--- config.mk ---
export PLATFORM = sky130hd
export DESIGN_NAME = wtx_reg_bank
export DESIGN_NICKNAME = d
export VERILOG_FILES = /design/src/logic/wtx_pkg.sv /design/src/logic/wtx_reg_bank.sv
export VERILOG_INCLUDE_DIRS = /design/src /design/src/logic
export SDC_FILE = /design/constraint.sdc
export NUM_CORES = 1
export LEC_CHECK = 0
export ABC_AREA = 1
export BUFFER_PORTS_ARGS = -buffer_cell sky130_fd_sc_hd__clkbuf_2
export CAP_MARGIN = 5
export CORE_MARGIN = 2
export CORE_UTILIZATION = 55
export DETAILED_ROUTE_END_ITERATION = 7
export PLACE_DENSITY = 0.77
export SKIP_CTS_REPAIR_TIMING = 1
export SYNTH_ARGS = -nofsm -noshare
export SYNTH_HDL_FRONTEND = slang
export SYNTH_SLANG_ARGS = --single-unit
--- constraint.sdc ---
create_clock -name sys_clk_i -period 2.1 [get_ports sys_clk_i]
set_clock_uncertainty 0.1 [all_clocks]
set_input_delay 0.42 -clock sys_clk_i [delete_from_list [all_inputs] [get_ports sys_clk_i]]
set_output_delay 0.42 -clock sys_clk_i [all_outputs]
set_load 0.005 [all_outputs]
--- src/logic/wtx_consts.svh ---
`ifndef WTX_CONSTS_SVH
`define WTX_CONSTS_SVH

// bus geometry
`define WTX_ADDR_W 8
`define WTX_DATA_W 16

// register byte offsets
`define WTX_OFS_INPUT_VOLTAGE 8'h70
`define WTX_OFS_RECT_VOLTAGE 8'h72
`define WTX_OFS_END_REASON 8'h74
`define WTX_OFS_SYS_COMMAND 8'h76
`define WTX_OFS_OV_LIMIT 8'h98
`define WTX_OFS_OC_LIMIT 8'h9A
`define WTX_OFS_FOD_LOW 8'hA8
`define WTX_OFS_FOD_HIGH 8'hAA
`define WTX_OFS_FOD_SPLIT 8'hAC

// reset values
`define WTX_RST_OV_LIMIT 16'h2AF8
`define WTX_RST_OC_LIMIT 16'h05DC
`define WTX_RST_FOD_LOW 16'h0320
`define WTX_RST_FOD_HIGH 16'hFF9C
`define WTX_RST_FOD_SPLIT 16'h0E74

// end reason bits, low byte at the lower address
`define WTX_RSN_END_PACKET 0
`define WTX_RSN_WATCHDOG 7
`define WTX_RSN_CEP_TIMEOUT 8
`define WTX_RSN_OVERCURRENT 10
`define WTX_RSN_OVERVOLTAGE 11
`define WTX_RSN_UNDERVOLTAGE 12
`define WTX_RSN_FOREIGN_OBJ 13
`define WTX_RSN_BIT6_OC 14
`define WTX_RSN_PING_OC 15
`define WTX_RSN_MASK 16'hFD81

// system command bits
`define WTX_CMD_TX_ENABLE 0
`define WTX_CMD_TX_DISABLE 2
`define WTX_CMD_PROP_PACKET 3
`define WTX_CMD_INT_CLEAR 5
`define WTX_CMD_RUN_STORED 6
`define WTX_CMD_MASK 16'h006D

// number of event pins
`define WTX_EVT_N 9

`endif

--- src/logic/wtx_pkg.sv ---
`include "wtx_consts.svh"

package wtx_pkg;

    // command engine states
    typedef enum logic [2:0] {
        wtx_st_idle = 3'b001,
        wtx_st_issue = 3'b010,
        wtx_st_retire = 3'b100
    } wtx_cmd_state_t;

    // whole state of the register bank
    typedef struct packed {
        logic [`WTX_EVT_N-1:0] sync1;
        logic [`WTX_EVT_N-1:0] sync2;
        logic [`WTX_DATA_W-1:0] reason;
        logic [`WTX_DATA_W-1:0] ov_limit;
        logic [`WTX_DATA_W-1:0] oc_limit;
        logic [`WTX_DATA_W-1:0] fod_low;
        logic [`WTX_DATA_W-1:0] fod_high;
        logic [`WTX_DATA_W-1:0] fod_split;
        logic [`WTX_DATA_W-1:0] cmd_pend;
        logic [`WTX_DATA_W-1:0] cmd_cur;
        wtx_cmd_state_t state;
        logic tx_mode;
        logic int_clear;
        logic prop_send;
        logic stored_go;
        logic [`WTX_DATA_W-1:0] stored_cmd;
        logic [`WTX_DATA_W-1:0] fod_limit;
        logic [`WTX_DATA_W-1:0] rdata;
    } wtx_state_t;

endpackage : wtx_pkg

--- src/logic/wtx_reg_bank.sv ---
`include "wtx_consts.svh"

module wtx_reg_bank (
    input wire logic sys_clk_i, // 25 MHz system clock
    input wire logic nrst_i, // asynchronous reset, active low
    input wire logic [`WTX_ADDR_W-1:0] addr_i, // register byte address
    input wire logic [`WTX_DATA_W-1:0] wdata_i, // write data
    input wire logic wr_i, // write strobe
    input wire logic rd_i, // read strobe
    output logic [`WTX_DATA_W-1:0] rdata_o, // read data, cycle after rd_i
    input wire logic [`WTX_DATA_W-1:0] input_voltage_reading_i, // measured input, mV
    input wire logic [`WTX_DATA_W-1:0] rectified_voltage_reading_i, // measured rectified, mV
    input wire logic [`WTX_DATA_W-1:0] rx_power_i, // received power estimate, mW
    input wire logic [`WTX_DATA_W-1:0] stored_command_i, // stored command word
    input wire logic ping_overcurrent_i, // overcurrent during digital ping
    input wire logic bit6_overcurrent_i, // overcurrent, upper reason
    input wire logic foreign_object_i, // foreign object error
    input wire logic undervoltage_i, // rectified below low limit
    input wire logic overvoltage_i, // overvoltage error
    input wire logic overcurrent_i, // overcurrent error
    input wire logic cep_timeout_i, // control error packet timeout
    input wire logic watchdog_expiry_i, // watchdog ended transfer
    input wire logic end_packet_i, // end power packet received
    output logic tx_mode_o, // transmit mode active
    output logic int_clear_o, // one-cycle clear of pending interrupt
    output logic prop_packet_send_o, // one-cycle proprietary packet request
    output logic stored_command_go_o, // one-cycle run of stored command
    output logic [`WTX_DATA_W-1:0] stored_command_o, // fetched stored command
    output logic [`WTX_DATA_W-1:0] overvoltage_limit_o, // live overvoltage limit
    output logic [`WTX_DATA_W-1:0] overcurrent_limit_o, // live overcurrent limit
    output logic [`WTX_DATA_W-1:0] fod_limit_o // selected foreign object limit
);

    wtx_pkg::wtx_state_t s_q;
    wtx_pkg::wtx_state_t s_d;
    logic [`WTX_EVT_N-1:0] evt_pins;
    logic [`WTX_DATA_W-1:0] reason_set;
    logic [`WTX_DATA_W-1:0] reason_clr;
    logic [`WTX_DATA_W-1:0] cmd_set;

    // lowest set bit as a one-hot word, so commands run in a fixed order
    function automatic logic [`WTX_DATA_W-1:0] lowest_bit(input logic [`WTX_DATA_W-1:0] v);
        lowest_bit = v & (~v + 16'h0001);
    endfunction : lowest_bit

    // exact even-address decode used by the write paths; the read mux decodes addr_i itself
    function automatic logic hit(input logic [`WTX_ADDR_W-1:0] a, input logic [`WTX_ADDR_W-1:0] ofs);
        hit = (a == ofs);
    endfunction : hit

    // event pins come from the power stage, outside this clock
    assign evt_pins = {end_packet_i, watchdog_expiry_i, cep_timeout_i, overcurrent_i, overvoltage_i,
                       undervoltage_i, foreign_object_i, bit6_overcurrent_i, ping_overcurrent_i};

    // reason bits fed from the second sync stage only
    // ping overcurrent
    always_comb begin
        reason_set = 16'h0000;
        reason_set[`WTX_RSN_PING_OC] = s_q.sync2[0];
        reason_set[`WTX_RSN_BIT6_OC] = s_q.sync2[1];
        reason_set[`WTX_RSN_FOREIGN_OBJ] = s_q.sync2[2];
        reason_set[`WTX_RSN_UNDERVOLTAGE] = s_q.sync2[3];
        reason_set[`WTX_RSN_OVERVOLTAGE] = s_q.sync2[4];
        reason_set[`WTX_RSN_OVERCURRENT] = s_q.sync2[5];
        reason_set[`WTX_RSN_CEP_TIMEOUT] = s_q.sync2[6];
        reason_set[`WTX_RSN_WATCHDOG] = s_q.sync2[7];
        reason_set[`WTX_RSN_END_PACKET] = s_q.sync2[8];
    end

    // a new transmit session starts with a clean reason word
    assign reason_clr = (s_q.state == wtx_pkg::wtx_st_issue && s_q.cmd_cur[`WTX_CMD_TX_ENABLE]) ?
                        16'hFFFF : 16'h0000;

    // host command writes; reserved bits never latch
    assign cmd_set = (wr_i && hit(addr_i, `WTX_OFS_SYS_COMMAND)) ? (wdata_i & `WTX_CMD_MASK) : 16'h0000;

    // next-state logic for the whole bank
    always_comb begin
        s_d = s_q;
        s_d.sync1 = evt_pins;
        s_d.sync2 = s_q.sync1;
        s_d.int_clear = 1'b0;
        s_d.prop_send = 1'b0;
        s_d.stored_go = 1'b0;
        s_d.rdata = 16'h0000;

        // sticky flags, an event in the clearing cycle survives
        // reserved bits zero
        s_d.reason = ((s_q.reason & ~reason_clr) | reason_set) & `WTX_RSN_MASK;

        // threshold registers
        // overvoltage limit
        if (wr_i && hit(addr_i, `WTX_OFS_OV_LIMIT)) begin
            s_d.ov_limit = wdata_i;
        end
        if (wr_i && hit(addr_i, `WTX_OFS_OC_LIMIT)) begin
            s_d.oc_limit = wdata_i;
        end
        if (wr_i && hit(addr_i, `WTX_OFS_FOD_LOW)) begin
            s_d.fod_low = wdata_i;
        end
        if (wr_i && hit(addr_i, `WTX_OFS_FOD_HIGH)) begin
            s_d.fod_high = wdata_i;
        end
        if (wr_i && hit(addr_i, `WTX_OFS_FOD_SPLIT)) begin
            s_d.fod_split = wdata_i;
        end

        s_d.fod_limit = (rx_power_i > s_q.fod_split) ? s_q.fod_high : s_q.fod_low;

        // command engine: one bit per pass, lowest bit first
        s_d.cmd_pend = s_q.cmd_pend | cmd_set;
        unique case (s_q.state)
            wtx_pkg::wtx_st_idle: begin
                if (s_q.cmd_pend != 16'h0000) begin
                    s_d.cmd_cur = lowest_bit(s_q.cmd_pend);
                    s_d.state = wtx_pkg::wtx_st_issue;
                end
            end
            wtx_pkg::wtx_st_issue: begin
                if (s_q.cmd_cur[`WTX_CMD_TX_ENABLE]) begin
                    s_d.tx_mode = 1'b1;
                end
                if (s_q.cmd_cur[`WTX_CMD_TX_DISABLE]) begin
                    s_d.tx_mode = 1'b0;
                end
                s_d.prop_send = s_q.cmd_cur[`WTX_CMD_PROP_PACKET];
                s_d.int_clear = s_q.cmd_cur[`WTX_CMD_INT_CLEAR];
                if (s_q.cmd_cur[`WTX_CMD_RUN_STORED]) begin
                    s_d.stored_cmd = stored_command_i;
                    s_d.stored_go = 1'b1;
                end
                s_d.state = wtx_pkg::wtx_st_retire;
            end
            wtx_pkg::wtx_st_retire: begin
                s_d.cmd_pend = (s_q.cmd_pend & ~s_q.cmd_cur) | cmd_set;
                s_d.cmd_cur = 16'h0000;
                s_d.state = wtx_pkg::wtx_st_idle;
            end
            default: begin
                // recover from a corrupted one-hot code
                s_d.state = wtx_pkg::wtx_st_idle;
                s_d.cmd_cur = 16'h0000;
            end
        endcase

        // read mux, data stand for one cycle only
        if (rd_i) begin
            unique case (addr_i)
                `WTX_OFS_INPUT_VOLTAGE: s_d.rdata = input_voltage_reading_i;
                `WTX_OFS_RECT_VOLTAGE: s_d.rdata = rectified_voltage_reading_i;
                `WTX_OFS_END_REASON: s_d.rdata = s_q.reason;
                `WTX_OFS_SYS_COMMAND: s_d.rdata = s_q.cmd_pend;
                `WTX_OFS_OV_LIMIT: s_d.rdata = s_q.ov_limit;
                `WTX_OFS_OC_LIMIT: s_d.rdata = s_q.oc_limit;
                `WTX_OFS_FOD_LOW: s_d.rdata = s_q.fod_low;
                `WTX_OFS_FOD_HIGH: s_d.rdata = s_q.fod_high;
                `WTX_OFS_FOD_SPLIT: s_d.rdata = s_q.fod_split;
                default: s_d.rdata = 16'h0000;
            endcase
        end
    end

    // state register; reset loads constants only
    // commands reset to zero
    always_ff @(posedge sys_clk_i or negedge nrst_i) begin
        if (!nrst_i) begin
            s_q.sync1 <= '0;
            s_q.sync2 <= '0;
            s_q.reason <= 16'h0000;
            s_q.ov_limit <= `WTX_RST_OV_LIMIT;
            s_q.oc_limit <= `WTX_RST_OC_LIMIT;
            s_q.fod_low <= `WTX_RST_FOD_LOW;
            s_q.fod_high <= `WTX_RST_FOD_HIGH;
            s_q.fod_split <= `WTX_RST_FOD_SPLIT;
            s_q.cmd_pend <= 16'h0000;
            s_q.cmd_cur <= 16'h0000;
            s_q.state <= wtx_pkg::wtx_st_idle;
            s_q.tx_mode <= 1'b0;
            s_q.int_clear <= 1'b0;
            s_q.prop_send <= 1'b0;
            s_q.stored_go <= 1'b0;
            s_q.stored_cmd <= 16'h0000;
            s_q.fod_limit <= `WTX_RST_FOD_LOW;
            s_q.rdata <= 16'h0000;
        end else begin
            s_q <= s_d;
        end
    end

    // outputs straight from the state register
    assign rdata_o = s_q.rdata;
    assign tx_mode_o = s_q.tx_mode;
    assign int_clear_o = s_q.int_clear;
    assign prop_packet_send_o = s_q.prop_send;
    assign stored_command_go_o = s_q.stored_go;
    assign stored_command_o = s_q.stored_cmd;
    assign overvoltage_limit_o = s_q.ov_limit;
    assign overcurrent_limit_o = s_q.oc_limit;
    assign fod_limit_o = s_q.fod_limit;

    // checks on the bank's own behaviour

    property p_input_voltage;
        @(posedge sys_clk_i) disable iff (!nrst_i)
        (rd_i && addr_i == `WTX_OFS_INPUT_VOLTAGE) |=> (rdata_o == $past(input_voltage_reading_i));
    endproperty
    a_input_voltage: assert property (p_input_voltage) else $error("input voltage read wrong");

    property p_rect_voltage;
        @(posedge sys_clk_i) disable iff (!nrst_i)
        (rd_i && addr_i == `WTX_OFS_RECT_VOLTAGE) |=> (rdata_o == $past(rectified_voltage_reading_i));
    endproperty
    a_rect_voltage: assert property (p_rect_voltage) else $error("rectified voltage read wrong");

    property p_ping_oc;
        @(posedge sys_clk_i) disable iff (!nrst_i)
        ping_overcurrent_i |-> ##3 s_q.reason[`WTX_RSN_PING_OC];
    endproperty
    a_ping_oc: assert property (p_ping_oc) else $error("ping overcurrent flag not set");

    property p_fod_flag;
        @(posedge sys_clk_i) disable iff (!nrst_i)
        foreign_object_i |-> ##3 s_q.reason[`WTX_RSN_FOREIGN_OBJ];
    endproperty
    a_fod_flag: assert property (p_fod_flag) else $error("foreign object flag not set");

    property p_uv_flag;
        @(posedge sys_clk_i) disable iff (!nrst_i)
        undervoltage_i |-> ##3 s_q.reason[`WTX_RSN_UNDERVOLTAGE];
    endproperty
    a_uv_flag: assert property (p_uv_flag) else $error("undervoltage flag not set");

    property p_ov_flag;
        @(posedge sys_clk_i) disable iff (!nrst_i)
        overvoltage_i |-> ##3 s_q.reason[`WTX_RSN_OVERVOLTAGE];
    endproperty
    a_ov_flag: assert property (p_ov_flag) else $error("overvoltage flag not set");

    property p_oc_flags;
        @(posedge sys_clk_i) disable iff (!nrst_i)
        overcurrent_i |-> ##3 s_q.reason[`WTX_RSN_OVERCURRENT];
    endproperty
    a_oc_flags: assert property (p_oc_flags) else $error("overcurrent flag not set");

    property p_bit6_oc;
        @(posedge sys_clk_i) disable iff (!nrst_i)
        bit6_overcurrent_i |-> ##3 s_q.reason[`WTX_RSN_BIT6_OC];
    endproperty
    a_bit6_oc: assert property (p_bit6_oc) else $error("upper overcurrent flag not set");

    property p_timeouts;
        @(posedge sys_clk_i) disable iff (!nrst_i)
        cep_timeout_i |-> ##3 s_q.reason[`WTX_RSN_CEP_TIMEOUT];
    endproperty
    a_timeouts: assert property (p_timeouts) else $error("control error timeout flag not set");

    property p_watchdog;
        @(posedge sys_clk_i) disable iff (!nrst_i)
        watchdog_expiry_i |-> ##3 s_q.reason[`WTX_RSN_WATCHDOG];
    endproperty
    a_watchdog: assert property (p_watchdog) else $error("watchdog flag not set");

    property p_end_packet;
        @(posedge sys_clk_i) disable iff (!nrst_i)
        end_packet_i |-> ##3 s_q.reason[`WTX_RSN_END_PACKET];
    endproperty
    a_end_packet: assert property (p_end_packet) else $error("end packet flag not set");

    property p_stored_run;
        @(posedge sys_clk_i) disable iff (!nrst_i)
        (s_q.state == wtx_pkg::wtx_st_issue && s_q.cmd_cur[`WTX_CMD_RUN_STORED]) |=>
        (stored_command_go_o && stored_command_o == $past(stored_command_i));
    endproperty
    a_stored_run: assert property (p_stored_run) else $error("stored command not fetched");

    property p_int_clear;
        @(posedge sys_clk_i) disable iff (!nrst_i)
        int_clear_o |-> ($past(s_q.cmd_cur[`WTX_CMD_INT_CLEAR]) && $past(s_q.state) == wtx_pkg::wtx_st_issue);
    endproperty
    a_int_clear: assert property (p_int_clear) else $error("interrupt clear without command");

    property p_prop_send;
        @(posedge sys_clk_i) disable iff (!nrst_i)
        prop_packet_send_o |-> ($past(s_q.cmd_cur[`WTX_CMD_PROP_PACKET]) && $past(s_q.state) == wtx_pkg::wtx_st_issue);
    endproperty
    a_prop_send: assert property (p_prop_send) else $error("packet request without command");

    property p_tx_enable;
        @(posedge sys_clk_i) disable iff (!nrst_i)
        (wr_i && addr_i == `WTX_OFS_SYS_COMMAND && wdata_i == 16'h0001 && s_q.cmd_pend == 16'h0000 &&
         s_q.state == wtx_pkg::wtx_st_idle) |-> ##3 tx_mode_o ##1 (s_q.cmd_pend[`WTX_CMD_TX_ENABLE] == 1'b0);
    endproperty
    a_tx_enable: assert property (p_tx_enable) else $error("enable command not honoured");

    property p_tx_disable;
        @(posedge sys_clk_i) disable iff (!nrst_i)
        (s_q.state == wtx_pkg::wtx_st_issue && s_q.cmd_cur[`WTX_CMD_TX_DISABLE]) |=> !tx_mode_o;
    endproperty
    a_tx_disable: assert property (p_tx_disable) else $error("disable command not honoured");

    property p_ov_write;
        @(posedge sys_clk_i) disable iff (!nrst_i)
        (wr_i && addr_i == `WTX_OFS_OV_LIMIT) |=> (overvoltage_limit_o == $past(wdata_i));
    endproperty
    a_ov_write: assert property (p_ov_write) else $error("overvoltage limit not written");

    property p_fod_select;
        @(posedge sys_clk_i) disable iff (!nrst_i)
        ($past(nrst_i) && $past(rx_power_i) > $past(s_q.fod_split)) |-> (fod_limit_o == $past(s_q.fod_high));
    endproperty
    a_fod_select: assert property (p_fod_select) else $error("high segment limit not chosen");

    property p_reason_reserved;
        @(posedge sys_clk_i) disable iff (!nrst_i)
        (rd_i && addr_i == `WTX_OFS_END_REASON) |=> ((rdata_o & ~`WTX_RSN_MASK) == 16'h0000);
    endproperty
    a_reason_reserved: assert property (p_reason_reserved) else $error("reserved reason bits set");

endmodule : wtx_reg_bank

==> out/results.txt <==
In the global route stage, overall resource usage came out at 27.42%. The logs give 49.2% for the sequential power share and 7806 for the number of vias after detailed routing. Setup repair after global routing could not meet its margin everywhere. Worst hold-check path type: input port to flop. The library cells used most frequently in the layout, excluding fill and tap cells, are nand2_1, clkbuf_2, dfrtp_1, nand3_1, inv_1.

The post-route DRC violation count was 0; the half-perimeter wire length of the detailed placement result was 18.11 mm. The worst path in the final design needs a cycle of 2074 ps, including I/O delays and setup. The number of cells on the worst reg-to-reg path is 9. The worst-path maximum fanout is 8, and the number of I/O port buffers is 184. After floorplanning, the core was sized to cover 16520 sq um. The number of I/O pins was 185. Initial antenna violation count: 0. The multi-input combinational cells in the finished layout cover a total of 3289 sq um. For the final routed wirelength across all metal layers, the log shows 24.34 mm. The tools report the source of the critical timing path as s_q[96]$_DFFE_PN1P_. The synthesized design contains 194 register bits. Internal power comes to 0.006306 W. The detailed router finished its first iteration with 826 violations.

The endpoint identified for the worst register-to-register timing path is fod_limit_o[4]$_DFF_PN0_. Of all cell types, the one taking the most synthesized area is dfrtp_1. The die is 133.9 um tall. Headroom to the max-slew limit came out at 61.83%. In this run, CTS created clock tree buffers numbering 17. Net switching is 27.74% of the power. After filler insertion, the fill cell instance count of the layout stands at 1370. IR analysis of the VDD net gives a maximum drop of 0.6448 mV. The tools report the number of warnings issued by yosys as 0. The total overflow left after global routing is 0. Dividing the detail-routed via count by the number of cells gives 5.372. The critical path in this run is classified as flop to flop. Once the floorplan was initialized, standard cells occupied 56.14% of the core. The run gives 32 as the number of distinct library cells after synthesis. The tools report the net count reported at finish as 1337. The mean instance size in the synthesized netlist was 8.510 sq um. Entering global routing, the biggest net connects 49 pins. The logs give 11.49 mm for the routed length on met2 and 2380 ps for the required arrival time at the worst endpoint. For this design the static power due to leakage is 5.549 nW. TritonCTS built the clock tree. The H-tree was split into 4 levels. The run gives 0 ps as the setup TNS.

The most common cell after layout, fill and taps aside was nand2_1. The post-detailed-route wirelength per cell was 16.75 um; the post-route fraction of the period consumed by the critical path was 98.74%. Type of destination of the critical path: a flop. When the netlist entered floorplanning its net count stood at 1207. In the final layout, the share of cells above drive strength 1 is 26.44%. The tools report the global-route wire length before repair as 37.55 mm. The highest metal layer carrying signal wires in the routed design is met4. After the flow finishes, the layout carries non-filler instances totaling 1453. Max-slew violation total from the final report: 0.

Static timing analysis puts the maximum clock frequency at 482.3 MHz. The tools report the total count of hold-check failures in the final report as 0. After detailed routing, the met3 layer carries 1.674 mm of wire. The logs give 0.9703 for the final RePlAce weighted congestion and 2350 ps for the arrival time at the worst endpoint. By area the synthesized netlist is led by dfrtp_1, nand2_1, dfstp_2, nand3_1, buf_4. The worst setup path is launched from a flop.

After clock tree synthesis, the clock-pin slew on the worst setup and hold paths is 70 ps. Start of the worst register-to-register path: s_q[96]$_DFFE_PN1P_. The number of placed instances, taps included, is 1408. After synthesis the cells add up to 9276 sq um.

The run gives 0 as the number of maximum-capacitance constraint violations. Number of detailed-route iterations in the first pass: 7. The total die area is 17920 sq um, and the overall die width is 133.9 um.

The total routed wire length on the met1 layer is 10.23 mm. The clock sink count was 194; the worst-margin pin slew was 570.5 ps. The flow ran to the end, and the final reports show no timing, DRC or antenna violations.

The floorplan has 47 rows. The number of antenna diodes in the final layout is 0. The run gives 35.7% as the power share of the clock group.

The total net switching power is 0.002421 W, and the final design utilization is 65.10%. The number of buffers between clock root and the deepest sink came out at 2. For the count of endpoints failing setup in the final report, the log shows 0.

The part of the power in combinational logic is 15.1%, and the sequential cell area in the final layout is 4906 sq um. Summed over its instances, the top area cell type makes up 41.27% of the synthesized netlist area. The detail route stage leaves a number of antenna-violating nets equal to 0. The cell sitting at the root of the clock tree is a clkbuf_16. The slack of the worst reg-to-reg path was 30 ps; the worst hold slack was 80.28 ps. The tools report the clock latency of the later-clocked register in the worst-skew pair as 440 ps.

The tools report the capturing element of the worst setup path as fod_limit_o[4]$_DFF_PN0_. The area added between synthesis and finish is 15.97%, and the power per cell area is 811.3 nW/um^2. Sequential elements use 52.89% of the synthesized area. Synthesis produced a netlist whose cell count is 1090. The run gives 7249 as the number of global-route vias before repair.
-- routing by layer --
layer  GRT usage, %  vias to the layer above
met4          12.83                        0
met5              0                        -
met1          37.92                     3721
li1               -                     3682
met3          4.460                       57
met2          42.76                      346
-- power by group through the flow --
stage	logic, W	registers [W]	clock network [W]
detailed placement	0.00127	0.00436	0
global placement	0.00124	0.00435	0
finish	0.00131	0.00430	0.00312
CTS	0.00128	0.00430	0.00314
floorplan	0.000951	0.00430	0
global route	0.00147	0.00433	0.00332
-- per-stage QoR --
| stage | instance area [sq um] | total power (W) | worst slack, ps |
|---|---|---|---|
| after floorplan | 9276 | 0.005253 | 202.5 |
| after detailed placement | 9980 | 0.005635 | 32.05 |
| after CTS | 10540 | 0.008719 | 9.410 |
| after global placement | 9980 | 0.005593 | 61.59 |
| final | 10760 | 0.008728 | 26.47 |
| after global routing | 10760 | 0.009114 | -85.02 |
-- worst min path at each step --
stage                              start                               end  cells after the start
global placement      s_d[185]$_DFF_PN0_          reason_set[13]$_DFF_PN0_                      0
global route        stored_command_i[12]  stored_command_o[12]$_DFFE_PN0P_                      3
floorplan                         nrst_i          fod_limit_o[0]$_DFF_PN0_                      0
finish              stored_command_i[12]  stored_command_o[12]$_DFFE_PN0P_                      3
detailed placement    s_d[187]$_DFF_PN0_          reason_set[11]$_DFF_PN0_                      0
CTS                               nrst_i   stored_command_o[9]$_DFFE_PN0P_                      1
-- sequential cells by signal, summed over array words and instances, names as in the netlist --
signal and flops:
fod_limit_o 16, int_clear_o 1, overcurrent_limit_o 16, overvoltage_limit_o 16
prop_packet_send_o 1, rdata_o 16, reason_set 9, s_d 9
s_q 92, stored_command_go_o 1, stored_command_o 16, tx_mode_o 1
-- critical path, cell delays in order (launching register included) --
cell and delay (ps):
dfstp_2 560, inv_2 60, ha_4 260, nand4_1 150
nor3_4 320, nand2_2 120, nand2_4 130, buf_6 160
nand3_1 70, nand2_1 80
-- final cells by class --
class | instances | area share (%)
Clock buffer | 20 | 4.245
Clock inverter | 12 | 1.000
Inverter | 94 | 3.291
Multi-Input combinational cell | 683 | 30.58
Sequential cell | 194 | 45.60
Tap cell | 220 | 2.559
Timing Repair Buffer | 230 | 12.72
-- kinds of logic (layout without fill, tap and decap cells) --
logic type	after synthesis	count (layout)	synth area share (%)
buffers and inverters	213	356	12.50
AO/OA/AOI/OAI	136	136	7.769
AND/OR/NAND/NOR	531	531	24.68
flip-flops	194	194	52.89
adder cells (fa/ha/maj)	16	16	2.158
-- synthesized netlist by cell type --
library cell,instances
buf_2,26
buf_6,3
inv_1,90
o21ai_1,58
a21oi_1,25
clkinv_2,1
o21ai_2,2
dfrtp_1,153
buf_4,81
inv_2,3
o21ai_0,38
nor2_2,7
a21boi_0,3
ha_1,16
clkbuf_1,9
nand3_2,1
nor2_1,62
nor3_4,1
nand2_2,3
nor4_1,1
nor2_4,3
nand3b_1,1
and2_2,2
nand4_1,2
a21o_1,5
nand2_1,292
dfstp_2,41
nand3_1,148
nor3_2,2
nand2_4,1
o21bai_1,5
nor3_1,5
Note: power is estimated with default switching activity, not from simulation.
